## src/rtl/dcmc_pkg.sv

```systemverilog
package dcmc_pkg;

    // Bus side
    localparam int ADDR_W = 32;
    localparam logic [ADDR_W-1:0] CFG_ADDR = 32'h0000_009C;
    localparam logic [1:0] HTRANS_NONSEQ = 2'h2;
    localparam logic [2:0] HSIZE_WORD = 3'h2;

    // Control byte layout
    localparam int RES_B_BIT = 7;
    localparam int RES_A_BIT = 6;
    localparam int INV_B_BIT = 5;
    localparam int INV_A_BIT = 4;
    localparam int SWITCH_BIT = 3;
    localparam int MODE_MSB = 2;
    localparam int MODE_LSB = 0;
    localparam int CTRL_W = 6;
    localparam logic [CTRL_W-1:0] CTRL_RESET = 6'h00;

    // Comparator mode codes
    localparam logic [2:0] MODE_OFF_ANALOG = 3'h0;
    localparam logic [2:0] MODE_THREE_MUX = 3'h1;
    localparam logic [2:0] MODE_FOUR_MUX = 3'h2;
    localparam logic [2:0] MODE_COMMON_REF = 3'h3;
    localparam logic [2:0] MODE_TWO_INDEP = 3'h4;
    localparam logic [2:0] MODE_ONE_INDEP = 3'h5;
    localparam logic [2:0] MODE_COMMON_OUT = 3'h6;
    localparam logic [2:0] MODE_OFF_DIGITAL = 3'h7;

    // Synchroniser depth on the raw comparator outputs
    localparam int SYNC_STAGES = 2;

    // Source steered onto a comparator node
    typedef enum logic [1:0] {
        NODE_NEG_PIN,
        NODE_POS_PIN,
        NODE_FIXED_REF,
        NODE_SHARED_PIN
    } dcmc_node_t;

endpackage

```

## src/rtl/dcmc_top.sv

```systemverilog
// Function
// - Bit 7 reports comparator B comparison
// - Bit 6 reports comparator A comparison
// - Bit 5 inverts comparator B result
// - Bit 4 inverts comparator A result
// - Mode 010: switch picks both inverting sources
// - Mode 001: switch picks A inverting source
// - Mode 101: switch routes reference to B
// - Modes 000/111 off; analog versus digital pins
// - Modes 001/010 multiplex three/four pins
// - Mode 011 shared reference, 100 independent
// - 101 single comparator; 110 shared, outputs driven
// - Mode bits 2:0, switch bit 3, reset zero
module dcmc_top #(
    parameter int SYNC_DEPTH = dcmc_pkg::SYNC_STAGES
) (
    input wire logic mclk,
    input wire logic nrst,
    input wire logic hsel,
    input wire logic [dcmc_pkg::ADDR_W-1:0] haddr,
    input wire logic [1:0] htrans,
    input wire logic hwrite,
    input wire logic [2:0] hsize,
    input wire logic [31:0] hwdata,
    input wire logic hready,
    output logic hreadyout,
    output logic hresp,
    output logic [31:0] hrdata,
    input wire logic cmp_a_raw,
    input wire logic cmp_b_raw,
    output logic cmp_a_enable,
    output logic cmp_b_enable,
    output dcmc_pkg::dcmc_node_t cmp_a_inverting_node_sel,
    output dcmc_pkg::dcmc_node_t cmp_a_noninverting_node_sel,
    output dcmc_pkg::dcmc_node_t cmp_b_inverting_node_sel,
    output dcmc_pkg::dcmc_node_t cmp_b_noninverting_node_sel,
    output logic cmp_input_pins_analog,
    output logic cmp_a_out_pin,
    output logic cmp_a_out_oe,
    output logic cmp_b_out_pin,
    output logic cmp_b_out_oe
);
    import dcmc_pkg::*;

    if (SYNC_DEPTH < 2) begin : g_depth_check
        $error("dcmc_top: SYNC_DEPTH must be at least 2");
    end

    // Raw change to result bit, in clock edges
    localparam int LAT = SYNC_DEPTH + 1;

    // Configuration register
    logic [CTRL_W-1:0] ctrl_q;
    logic [CTRL_W-1:0] ctrl_d;
    logic [2:0] mode;
    logic input_switch_select;
    logic inv_a;
    logic inv_b;

    // Bus pipeline
    logic wr_pend_q;
    logic [31:0] hrdata_q;
    logic [31:0] rd_word;
    logic ap_valid;
    logic ap_hit;
    logic ap_lane_ok;

    // Result path
    logic [SYNC_DEPTH-1:0][1:0] sync_q;
    logic [1:0] res_q;
    logic [1:0] res_d;

    // Mode decode
    logic mode_off;
    logic mux_three;
    logic mux_four;
    logic shared_ref;

    assign mode = ctrl_q[MODE_MSB:MODE_LSB];
    assign input_switch_select = ctrl_q[SWITCH_BIT];
    assign inv_a = ctrl_q[INV_A_BIT];
    assign inv_b = ctrl_q[INV_B_BIT];

    assign mode_off = (mode == MODE_OFF_ANALOG)
        || (mode == MODE_OFF_DIGITAL);
    assign mux_three = (mode == MODE_THREE_MUX);
    assign mux_four = (mode == MODE_FOUR_MUX);
    assign shared_ref = (mode == MODE_COMMON_REF)
        || (mode == MODE_COMMON_OUT) || mux_three;

    // Single comparator mode keeps only B alive
    assign cmp_a_enable = !mode_off && (mode != MODE_ONE_INDEP);
    assign cmp_b_enable = !mode_off;
    assign cmp_input_pins_analog = (mode != MODE_OFF_DIGITAL);

    assign cmp_a_inverting_node_sel = (mux_three || mux_four)
        ? (input_switch_select ? NODE_POS_PIN : NODE_NEG_PIN) : NODE_NEG_PIN;
    assign cmp_b_inverting_node_sel = mux_four
        ? (input_switch_select ? NODE_POS_PIN : NODE_NEG_PIN) : NODE_NEG_PIN;

    assign cmp_a_noninverting_node_sel = mux_four ? NODE_FIXED_REF
        : (shared_ref ? NODE_SHARED_PIN : NODE_POS_PIN);
    assign cmp_b_noninverting_node_sel = mux_four ? NODE_FIXED_REF
        : ((mode == MODE_ONE_INDEP) && input_switch_select)
        ? NODE_FIXED_REF : NODE_POS_PIN;

    // Outputs reach pins only in the shared-reference output mode
    assign cmp_a_out_oe = (mode == MODE_COMMON_OUT);
    assign cmp_b_out_oe = (mode == MODE_COMMON_OUT);
    assign cmp_a_out_pin = res_q[0];
    assign cmp_b_out_pin = res_q[1];

    // Raw analog outputs are asynchronous; first stage feeds only the next
    always_ff @(posedge mclk or negedge nrst) begin
        if (!nrst) begin
            sync_q <= '0;
        end else begin
            sync_q <= {sync_q[SYNC_DEPTH-2:0], {cmp_b_raw, cmp_a_raw}};
        end
    end

    // Disabled comparators report zero before inversion
    assign res_d[0] = (cmp_a_enable & sync_q[SYNC_DEPTH-1][0])
        ^ inv_a;
    assign res_d[1] = (cmp_b_enable & sync_q[SYNC_DEPTH-1][1])
        ^ inv_b;

    always_ff @(posedge mclk or negedge nrst) begin
        if (!nrst) begin
            res_q <= 2'h0;
        end else begin
            res_q <= res_d;
        end
    end

    // AHB-Lite slave, zero wait states, always OKAY
    assign ap_valid = hsel && hready && (htrans == HTRANS_NONSEQ);
    assign ap_hit = (haddr[ADDR_W-1:2] == CFG_ADDR[ADDR_W-1:2]);
    assign ap_lane_ok = (hsize == HSIZE_WORD) || (haddr[1:0] == 2'h0);
    assign hreadyout = 1'b1;
    assign hresp = 1'b0;
    assign hrdata = hrdata_q;

    // Forward a write in its data phase to a read right behind it
    // Write data arrives one cycle after its address
    assign ctrl_d = wr_pend_q ? hwdata[CTRL_W-1:0] : ctrl_q;
    assign rd_word = {24'h00_0000, res_q[1], res_q[0], ctrl_d};

    always_ff @(posedge mclk or negedge nrst) begin
        if (!nrst) begin
            wr_pend_q <= 1'b0;
        end else begin
            wr_pend_q <= ap_valid && hwrite && ap_hit && ap_lane_ok;
        end
    end

    always_ff @(posedge mclk or negedge nrst) begin
        if (!nrst) begin
            ctrl_q <= CTRL_RESET;
        end else begin
            ctrl_q <= ctrl_d;
        end
    end

    // Unmapped reads return zero
    always_ff @(posedge mclk or negedge nrst) begin
        if (!nrst) begin
            hrdata_q <= 32'h0000_0000;
        end else if (ap_valid && !hwrite) begin
            hrdata_q <= ap_hit ? rd_word : 32'h0000_0000;
        end
    end

    // Checking helpers: cycles since the control byte last changed
    logic [3:0] calm_q;
    always_ff @(posedge mclk or negedge nrst) begin
        if (!nrst) begin
            calm_q <= 4'h0;
        end else if (ctrl_d != ctrl_q) begin
            calm_q <= 4'h0;
        end else if (calm_q != 4'hF) begin
            calm_q <= calm_q + 4'h1;
        end
    end
endmodule

```

## config.mk

```make
export PLATFORM = sky130hd
export DESIGN_NAME = dcmc_top
export DESIGN_NICKNAME = d
export VERILOG_FILES = /design/src/rtl/dcmc_pkg.sv /design/src/rtl/dcmc_top.sv
export SDC_FILE = /design/constraint.sdc
export NUM_CORES = 1
export LEC_CHECK = 0
export BUFFER_PORTS_ARGS = -buffer_cell sky130_fd_sc_hd__buf_2
export CAP_MARGIN = 30
export CORE_AREA = 2 2 66 68
export CTS_BUF_LIST = sky130_fd_sc_hd__clkbuf_16
export DETAILED_ROUTE_END_ITERATION = 16
export DIE_AREA = 0 0 68 70
export GPL_TIMING_DRIVEN = 0
export PLACE_DENSITY = 0.71
export SYNTH_ARGS = -nofsm -noshare
export SYNTH_HDL_FRONTEND = slang
export SYNTH_SLANG_ARGS = --single-unit
```

## constraint.sdc

```tcl
create_clock -name mclk -period 1.6 [get_ports mclk]
set_clock_uncertainty 0.15 [all_clocks]
set_input_delay 0.08 -clock mclk [delete_from_list [all_inputs] [get_ports mclk]]
set_output_delay 0.08 -clock mclk [all_outputs]
set_load 0.02 [all_outputs]
```

==> results of run 1 <==
## metrics by stage
step                      power, W  worst slack [ns]  hold slack [ns]
after floorplan           0.000679             0.219           -0.366
after global placement    0.000758            0.0514          -0.0998
after detailed placement  0.000760            0.0411          -0.0894
after CTS                  0.00131          -0.00713           0.0267
after global routing       0.00135          -0.00860           0.0527
final                      0.00130            0.0212           0.0420
## layout make-up
| class | count | area [um2] | share of cell area [%] |
|---|---|---|---|
| flip-flops and latches | 21 | 527 | 26.1 |
| clock inverters | 1 | 5.00 | 0.248 |
| inverters | 12 | 45.0 | 2.23 |
| well taps | 52 | 65.1 | 3.23 |
| repair buffers | 86 | 509 | 25.2 |
| plain buffers | 30 | 223 | 11.0 |
| clock buffers | 3 | 75.1 | 3.72 |
| multi-input cells | 86 | 568 | 28.2 |
## critical path, stage by stage, from the launching register on
cell,delay (ns)
dfrtp_1,0.39
or3_4,0.41
a21boi_1,0.14
buf_2,0.16
## cell usage in the layout, fill, tap and decap left out, drive strengths merged
cell type,instances
nand2,5
xnor2,2
nand4,2
mux2i,4
nor4b,3
nand3,3
a21boi,1
conb,28
o32a,1
inv,12
clkinv,1
and4bb,1
o211ai,1
o41ai,8
clkbuf,3
nor4,4
a21oi,1
dlygate4sd3,13
o21a,2
nor2,4
or3,1
dfrtp,21
and2,2
buf,103
nand4b,2
o21ai,9
nand2b,2
## layer usage
| metal | up-vias | share of wire, % | global-route usage [%] |
|---|---|---|---|
| li1 | 605 | - | - |
| met4 | 0 | 0.13 | 1.33 |
| met2 | 69 | 49 | 21.8 |
| met3 | 2 | 9.4 | 2.90 |
| met1 | 525 | 41 | 15.8 |
| met5 | - | 0 | 0 |
## report_power, final
part | internal [W] | switching [W] | total, W
clock network | 0.000336 | 0.000191 | 0.000527
registers | 0.000538 | 0.00000172 | 0.000539
logic | 0.000121 | 0.000116 | 0.000237
total | 0.000994 | 0.000309 | 0.00130
## how the worst max path moves through the flow
stage	from	to	slack, ns	cells past startpoint
2_1_floorplan	ctrl_q[0]	cmp_b_out_oe	0.22	4
3_3_place_gp	wr_pend_q	hrdata[2]	0.05	4
3_5_place_dp	wr_pend_q	hrdata[2]	0.04	4
4_1_cts	ctrl_q[2]	cmp_b_enable	-0.007	3
5_1_grt	ctrl_q[2]	cmp_a_enable	-0.009	3
6_report	ctrl_q[1]	cmp_a_enable	0.02	3
## state kept, by name (all words and copies together), names as in the netlist
name and count:
hrdata 8, ctrl_q 6, sync_q 4, res_q 2
wr_pend_q 1
## kinds of logic (layout without fill, tap and decap cells)
group | Yosys count | in the layout
buffers and inverters | 43 | 132
AOI/OAI and AO/OA | 23 | 23
DFF | 21 | 21
muxes | 4 | 4
and+or+nand+nor | 29 | 29
other | 2 | 28
xor gates and xnor gates | 2 | 2
## repair_timing
item	4_1_cts	5_1_grt
hold buffers	13	0
endpoints found under the setup margin	3	6
endpoints found under the hold margin	30	0
setup buffers	2	1
pin swaps	0	2
gates resized for setup	1	7
==> results.json, run 1 <==
{
  "fin_crit_sh_pct": 98.7,
  "drt_iter0_drc": 18,
  "r2r_slack_ns": 0.17,
  "syn_area_per_cell_um2": 10.1,
  "synthDistinctLibCells": 28,
  "fill_cells": 388,
  "synth_xor_area_share_pct": 1.39,
  "seq_area_frac_synth_pct": 41.8,
  "async_reset_ff_share_pct": 100,
  "leakagePower_nw": 1.13,
  "overflow": 0,
  "clock_latency_ns": 0.25,
  "hold_viol_final": 0,
  "grt_first_pass_wirelength_um": 4600,
  "hold_depth": 3,
  "worstSetupEndpointType": "output pin",
  "globalplace.congestion": 0.777,
  "n_antenna_cell": 0,
  "synth_top_area_share_pct": 41.8,
  "area_growth_pct": 60.4,
  "viasPerCell": 4.13,
  "nNetsFinal": 316,
  "die_height_um": 70,
  "wire_per_inst_um": 10.3,
  "die-area_um2": 4760,
  "synth.area.top_cells": "dfrtp_1, buf_4, o41ai_1, nor4b_4, o21ai_0",
  "vias": 1201,
  "cts_root_buffer": "clkbuf_16",
  "port-buffer-count": 70,
  "synth_compound_area_share_pct": 12.7,
  "synthAdderAreaFrac_pct": 0,
  "die_x_um": 68,
  "antenna_found_initial": 0,
  "ys_ff_latch": 21,
  "fin_util_pct": 48.7,
  "setup_viol": 0,
  "clk_pin_slew_worst_paths_ns": 0.06,
  "muxShareOfSynthArea_pct": 3.18,
  "synth_top_family_by_area": "buffers and inverters",
  "synth_warnings": 0,
  "drc": 0,
  "io_pins": 125,
  "dr.pass1.iters": 4,
  "synth-simple-area-share_pct": 18.7,
  "synth.most_common_cell": "buf_4",
  "dp_hpwl_um": 2290,
  "r2r_end": "hrdata[0]",
  "hold_start": "hwrite",
  "synth_top_area_cell": "dfrtp_1",
  "coreArea_um2": 4140,
  "hp-class": "input pin to register",
  "cts.sinks": 21,
  "min_to": "hrdata[7]",
  "crit_type": "register to output pin",
  "cts_tree": "done",
  "num_rows": 24,
  "clock.fmax_ghz": 0.633,
  "antenna_left": 0,
  "final-instance-count-excl-fill": 291,
  "timing.final.crit_period_ns": 1.58,
  "numCtsBuffers": 3,
  "grt_usage_pct": 12.5,
  "post-route-cell-area_um2": 2020,
  "drive_gt1_share_pct": 50.2,
  "grt_pass1_vias": 1040,
  "drv_cap": 0,
  "htreeDepth": 1,
  "start_util_pct": 30.3,
  "synth_flop_cell": "dfrtp_1",
  "required_ns": 1.37,
  "synth_edf_count": 0,
  "peakVddDrop_uv": 505,
  "status": "finished clean",
  "r2r_cells": 3,
  "synth.top_cells.by_count": "buf_4, dfrtp_1, inv_1",
  "fin_tns_setup_ns": 0,
  "power.density_nw_per_um2": 646,
  "finalMaxSlewViolations": 0,
  "grt_max_degree": 22,
  "max-clock-path-buffers": 2,
  "wl_um": 2990,
  "synthCells": 124,
  "place_inst": 272,
  "rsz0062_at_grt": "yes",
  "r2r_start": "wr_pend_q",
  "cp_max_fo": 4,
  "cp-start-kind": "register",
  "worstPathArrival_ns": 1.35,
  "syn_area_um2": 1260,
  "placed_area_um2": 1770
}
(Power assumes the default switching activity.)
==> run 2, diff against run 1 <==
--- a/config.mk
+++ b/config.mk
@@ -5,14 +5,16 @@
 export SDC_FILE = /design/constraint.sdc
 export NUM_CORES = 1
 export LEC_CHECK = 0
+export ABC_AREA = 1
 export BUFFER_PORTS_ARGS = -buffer_cell sky130_fd_sc_hd__buf_2
 export CAP_MARGIN = 30
-export CORE_AREA = 2 2 66 68
+export CORE_AREA = 2 2 71 73
 export CTS_BUF_LIST = sky130_fd_sc_hd__clkbuf_16
 export DETAILED_ROUTE_END_ITERATION = 16
-export DIE_AREA = 0 0 68 70
+export DIE_AREA = 0 0 73 75
 export GPL_TIMING_DRIVEN = 0
-export PLACE_DENSITY = 0.71
+export PLACE_DENSITY = 0.68
+export RECOVER_POWER = 25
 export SYNTH_ARGS = -nofsm -noshare
 export SYNTH_HDL_FRONTEND = slang
 export SYNTH_SLANG_ARGS = --single-unit
==> run 2 against run 1 <==
Critical path type unchanged. Global-route usage is 1.0 points lower. Largest power group unchanged. Maximum frequency rose by 3.3%. Via count rose by 22%. Sequential share of layout area fell by 1.7 points.
==> results.json, run 2 <==
{
  "synth_top_area_cell": "dfrtp_1",
  "synth_top_area_share_pct": 35.6,
  "total_power_w": 0.00130,
  "antenna_left": 0,
  "seq_area_frac_synth_pct": 35.6,
  "port-buffer-count": 70,
  "synthCells": 218,
  "cts_root_buffer": "clkbuf_16",
  "nNetsFinal": 402,
  "htreeDepth": 1,
  "max-clock-path-buffers": 2,
  "cp_slowest_stage_delay_ns": 0.39,
  "drc": 0,
  "drv_cap": 0,
  "globalplace.congestion": 0.796,
  "dp_slack_ns": 0.285,
  "timing.final.crit_period_ns": 1.53,
  "wl_um": 3230,
  "wire_per_inst_um": 8.52,
  "hold_ws_ns": 0.00119,
  "wl_met3_um": 219,
  "fin_crit_sh_pct": 95.5,
  "fill_cells": 490,
  "io_pins": 125,
  "cts.sinks": 21,
  "die_x_um": 73,
  "clk_pin_slew_worst_paths_ns": 0.05,
  "top_layer": "met4",
  "hold_start": "hwdata[4]",
  "vias": 1461,
  "coreArea_um2": 4660,
  "drt-met1-wl_um": 1320,
  "largest_reg_flops": 8,
  "synth_edf_count": 0,
  "required_ns": 1.37,
  "syn_area_per_cell_um2": 6.77,
  "syn_area_um2": 1480,
  "critical_path.cell_chain": "inv_2 > nand2_2 > nor2_2 > inv_1 > o21ai_2 > inv_2 > buf_6",
  "ys_ff_latch": 21,
  "hold_depth": 5,
  "synth_warnings": 0,
  "place_inst": 368,
  "async_reset_ff_share_pct": 100,
  "dr.pass1.iters": 4,
  "cp_max_fo": 3,
  "dp_hpwl_um": 2750,
  "synth.most_common_cell": "nand2_1",
  "final-instance-count-excl-fill": 379,
  "die_height_um": 75,
  "r2r_end": "res_q[0]",
  "drt_iter0_drc": 34,
  "n_antenna_cell": 0,
  "drive_gt1_share_pct": 38.2,
  "start_util_pct": 31.7,
  "multi_input_area_um2": 664,
  "dr_wl_met2_um": 1670,
  "num_rows": 25,
  "hp-class": "input pin to register",
  "synthDistinctLibCells": 22,
  "hold_viol_final": 0,
  "cp_common_cell": "inv_2",
  "cp-start-kind": "register",
  "antenna_found_initial": 0,
  "grt_max_degree": 22,
  "synth.area.top_cells": "dfrtp_1, buf_4, nand2_1, nor2_1, inv_1",
  "grt_pass1_vias": 1345,
  "synth_flop_cell": "dfrtp_1",
  "grt_first_pass_wirelength_um": 5110,
  "setup_viol": 0,
  "area_growth_pct": 46.0,
  "grt_usage_pct": 11.4,
  "seq_area_um2": 526,
  "clock_latency_ns": 0.25,
  "relSlewSlack_pct": 66.4,
  "peakVddDrop_uv": 332,
  "overflow": 0,
  "viasPerCell": 3.85,
  "min_to": "ctrl_q[4]",
  "r2r_start": "ctrl_q[1]",
  "final_common_cell": "buf_2",
  "crit_type": "register to output pin",
  "leakagePower_nw": 1.32,
  "worstPathArrival_ns": 1.30,
  "synth.top_cells.by_count": "nand2_1, nor2_1, inv_1",
  "crit_slowest_cell": "dfrtp_1",
  "fin_util_pct": 46.3,
  "finalMaxSlewViolations": 0,
  "clock.fmax_ghz": 0.655,
  "worstSetupEndpointType": "output pin",
  "setup_ws_ns": 0.0723,
  "rsz0062_at_grt": "yes",
  "r2r_slack_ns": 0.31,
  "layout_common_cells": "buf_2, nand2_1, nor2_1",
  "r2r_cells": 8,
  "cts_tree": "done",
  "numCtsBuffers": 3,
  "die-area_um2": 5480,
  "max_slew.worst_pin.slew_ns": 0.504,
  "power.density_nw_per_um2": 602,
  "status": "finished clean"
}
## run 2: layout make-up
type / instances / area share, %
multi-input combinational: 150 / 30.8
sequential: 21 / 24.4
timing repair buffer: 77 / 19.8
buffer: 31 / 10.9
inverter: 42 / 7.31
clock buffer: 3 / 3.48
tap: 54 / 3.13
clock inverter: 1 / 0.232
## run 2: how the worst max path moves through the flow
stage	startpoint	slack (ns)	endpoint	cells after the start
after global placement	ctrl_q[1]	0.31	cmp_b_noninverting_node_sel[1]	6
after floorplan	ctrl_q[2]	0.18	res_q[0]	6
after CTS	ctrl_q[1]	0.02	cmp_b_noninverting_node_sel[1]	6
after detailed placement	ctrl_q[1]	0.28	cmp_b_noninverting_node_sel[1]	6
final	ctrl_q[1]	0.07	cmp_b_noninverting_node_sel[0]	7
after global routing	ctrl_q[1]	-0.01	cmp_b_noninverting_node_sel[0]	7
## run 2: repair_timing
| item | in CTS | in global routing |
|---|---|---|
| hold buffers | 5 | 0 |
| resized for setup | 0 | 8 |
| buffers inserted | 0 | 2 |
| endpoints found under the hold margin | 25 | 0 |
| setup endpoints to repair | 0 | 4 |
## run 2: routing by layer
layer | vias to the layer above | GRT usage [%]
li1 | 798 | -
met1 | 614 | 12.6
met2 | 47 | 22.1
met3 | 2 | 2.14
met4 | 0 | 3.50
met5 | - | 0
## run 2: worst max-delay path, delay by kind of cell (launching register included)
kind	cells	cell delay, ns
buf+inv	4	0.32
flops	1	0.39
compound gates	1	0.16
simple gates	2	0.19
## run 2: metrics by stage
step,cell area (um2),setup TNS [ns]
CTS,2120,0
floorplan,1570,0
global placement,1990,0
global route,2160,-0.0226
finish,2160,0
detailed placement,1990,0
## run 2: logic make-up after synthesis
logic type | count (synthesis) | synth area share [%]
flops | 21 | 35.6
compound gates | 10 | 3.81
buf+inv | 73 | 26.5
simple gates | 111 | 33.0
other cells | 2 | 0.509
xor+xnor | 1 | 0.593
## run 2: power breakdown
| part | switching (W) | internal [W] |
|---|---|---|
| logic | 0.000130 | 0.000114 |
| registers | 0.00000170 | 0.000536 |
| clock network | 0.000181 | 0.000335 |
==> run 3, diff against run 2 <==
--- a/config.mk
+++ b/config.mk
@@ -9,7 +9,7 @@
 export BUFFER_PORTS_ARGS = -buffer_cell sky130_fd_sc_hd__buf_2
 export CAP_MARGIN = 30
 export CORE_AREA = 2 2 71 73
-export CTS_BUF_LIST = sky130_fd_sc_hd__clkbuf_16
+export CTS_BUF_LIST = sky130_fd_sc_hd__clkbuf_8
 export DETAILED_ROUTE_END_ITERATION = 16
 export DIE_AREA = 0 0 73 75
 export GPL_TIMING_DRIVEN = 0
==> run 3 against run 2 <==
Via count shrank 0.21%. Critical path depth did not move. First-iteration DRC count up 18%. Sequential cell count unchanged. Sequential share of layout area about the same. Utilization down 0.081 points. Routed wire length down 0.50%. Cell count up 0.79%.
==> results.json, run 3 (synthesis results as in run 2) <==
{
  "status": "finished clean",
  "hold_viol_final": 0,
  "cts_tree": "done",
  "max-clock-path-buffers": 2,
  "antenna_found_initial": 0,
  "area_growth_pct": 45.8,
  "leakagePower_nw": 1.32,
  "r2r_start": "ctrl_q[1]",
  "final-instance-count-excl-fill": 382,
  "drv_cap": 0,
  "clock_latency_ns": 0.25,
  "dp_slack_ns": 0.285,
  "required_ns": 1.37,
  "drive_gt1_share_pct": 37.8,
  "setup_ws_ns": 0.0630,
  "grt_first_pass_wirelength_um": 5060,
  "globalplace.congestion": 0.796,
  "peakVddDrop_uv": 251,
  "cts.sinks": 21,
  "die-area_um2": 5480,
  "clock.fmax_ghz": 0.651,
  "max_slew.worst_pin.slew_ns": 0.504,
  "cp_max_fo": 3,
  "die_height_um": 75,
  "post-route-cell-area_um2": 2150,
  "start_util_pct": 31.7,
  "timing.final.crit_period_ns": 1.54,
  "antenna_left": 0,
  "n_antenna_cell": 0,
  "place_inst": 368,
  "largest_reg_flops": 8,
  "worstPathArrival_ns": 1.31,
  "r2r_cells": 8,
  "drt-met1-wl_um": 1330,
  "relSlewSlack_pct": 66.4,
  "finalMaxSlewViolations": 0,
  "cp-start-kind": "register",
  "grt_pass1_vias": 1347,
  "power.density_nw_per_um2": 522,
  "grt_max_degree": 22,
  "hold_ws_ns": 0.00229,
  "wire_per_inst_um": 8.41,
  "cts_root_buffer": "clkbuf_8",
  "coreArea_um2": 4660,
  "crit_type": "register to output pin",
  "crit_path_end": "cmp_b_noninverting_node_sel[0]",
  "dr.pass1.iters": 4,
  "drt_iter0_drc": 40,
  "num_rows": 25,
  "die_x_um": 73,
  "io_pins": 125,
  "total_power_w": 0.00112,
  "wl_met3_um": 206,
  "rsz0062_at_grt": "yes",
  "fin_crit_sh_pct": 96.1,
  "worstSetupEndpointType": "output pin",
  "dp_hpwl_um": 2750,
  "startpoint": "ctrl_q[1]",
  "overflow": 0,
  "setup_viol": 0,
  "final_common_cell": "buf_2",
  "layout_common_cells": "buf_2, nand2_1, nor2_1",
  "vias": 1458,
  "wl_um": 3210,
  "numCtsBuffers": 3,
  "port-buffer-count": 70,
  "r2r_end": "res_q[0]",
  "htreeDepth": 1,
  "top_layer": "met4",
  "clk_pin_slew_worst_paths_ns": 0.07,
  "dr_wl_met2_um": 1660,
  "nNetsFinal": 405,
  "grt_usage_pct": 11.4,
  "hp-class": "input pin to register",
  "drc": 0,
  "viasPerCell": 3.82,
  "placed_area_um2": 1990,
  "r2r_slack_ns": 0.31
}
==> run 3: changes by cell type in the layout (fill, tap and decap cells not counted), sizes merged <==
cell         before  now
dlygate4sd3       5    8
==> run 3: worst max-delay path, stage by stage (launching register included) <==
cell	delay, ns
dfrtp_1	0.40
inv_2	0.09
nand2_2	0.06
nor2_2	0.12
inv_1	0.06
o21ai_2	0.16
inv_2	0.05
buf_6	0.12
==> run 3: through the flow <==
| stage | setup TNS (ns) | utilization (%) |
|---|---|---|
| 6_report | 0 | 46.2 |
| 5_1_grt | -0.0913 | 46.2 |
| 4_1_cts | 0 | 45.5 |
| 3_5_place_dp | 0 | 42.7 |
| 3_3_place_gp | 0 | 42.7 |
| 2_1_floorplan | 0 | - |
==> run 3: worst min path at each step <==
stage	slack, ns	from	cells past startpoint	end
floorplan	-0.37	nrst	0	ctrl_q[0]
global placement	-0.1	nrst	1	sync_q[2]
detailed placement	-0.1	nrst	1	sync_q[2]
CTS	0.003	hsize[0]	4	wr_pend_q
global route	0.03	hsize[0]	4	wr_pend_q
finish	0.002	hsize[0]	4	wr_pend_q
==> run 3: layer usage <==
layer,vias to the layer above,track usage [%]
met1,608,12.6
met4,0,4.53
met5,-,0
met2,44,21.4
met3,2,2.14
li1,804,-
==> run 3: layout make-up <==
type / count / area (um2)
Sequential cell: 21 / 526
Fill cell: 485 / 2510
Clock buffer: 3 / 41.3
Inverter: 42 / 158
Buffer: 31 / 234
Timing Repair Buffer: 80 / 457
Multi-Input combinational cell: 150 / 664
Tap cell: 54 / 67.6
Clock inverter: 1 / 5.00
==> run 3: repair_timing <==
action                     4_1_cts  5_1_grt
hold buffers                     8        0
pin swaps                        0        3
setup endpoints to repair        2        4
gates resized for setup          1        7
setup buffers                    0        2
hold endpoints to repair        28        0
==> run 3: where the power goes <==
group | leakage, nW | internal [W] | total [W] | switching (W)
Clock | 0.0255 | 0.000173 | 0.000337 | 0.000163
Sequential | 0.284 | 0.000536 | 0.000537 | 0.00000168
Combinational | 1.01 | 0.000119 | 0.000249 | 0.000130
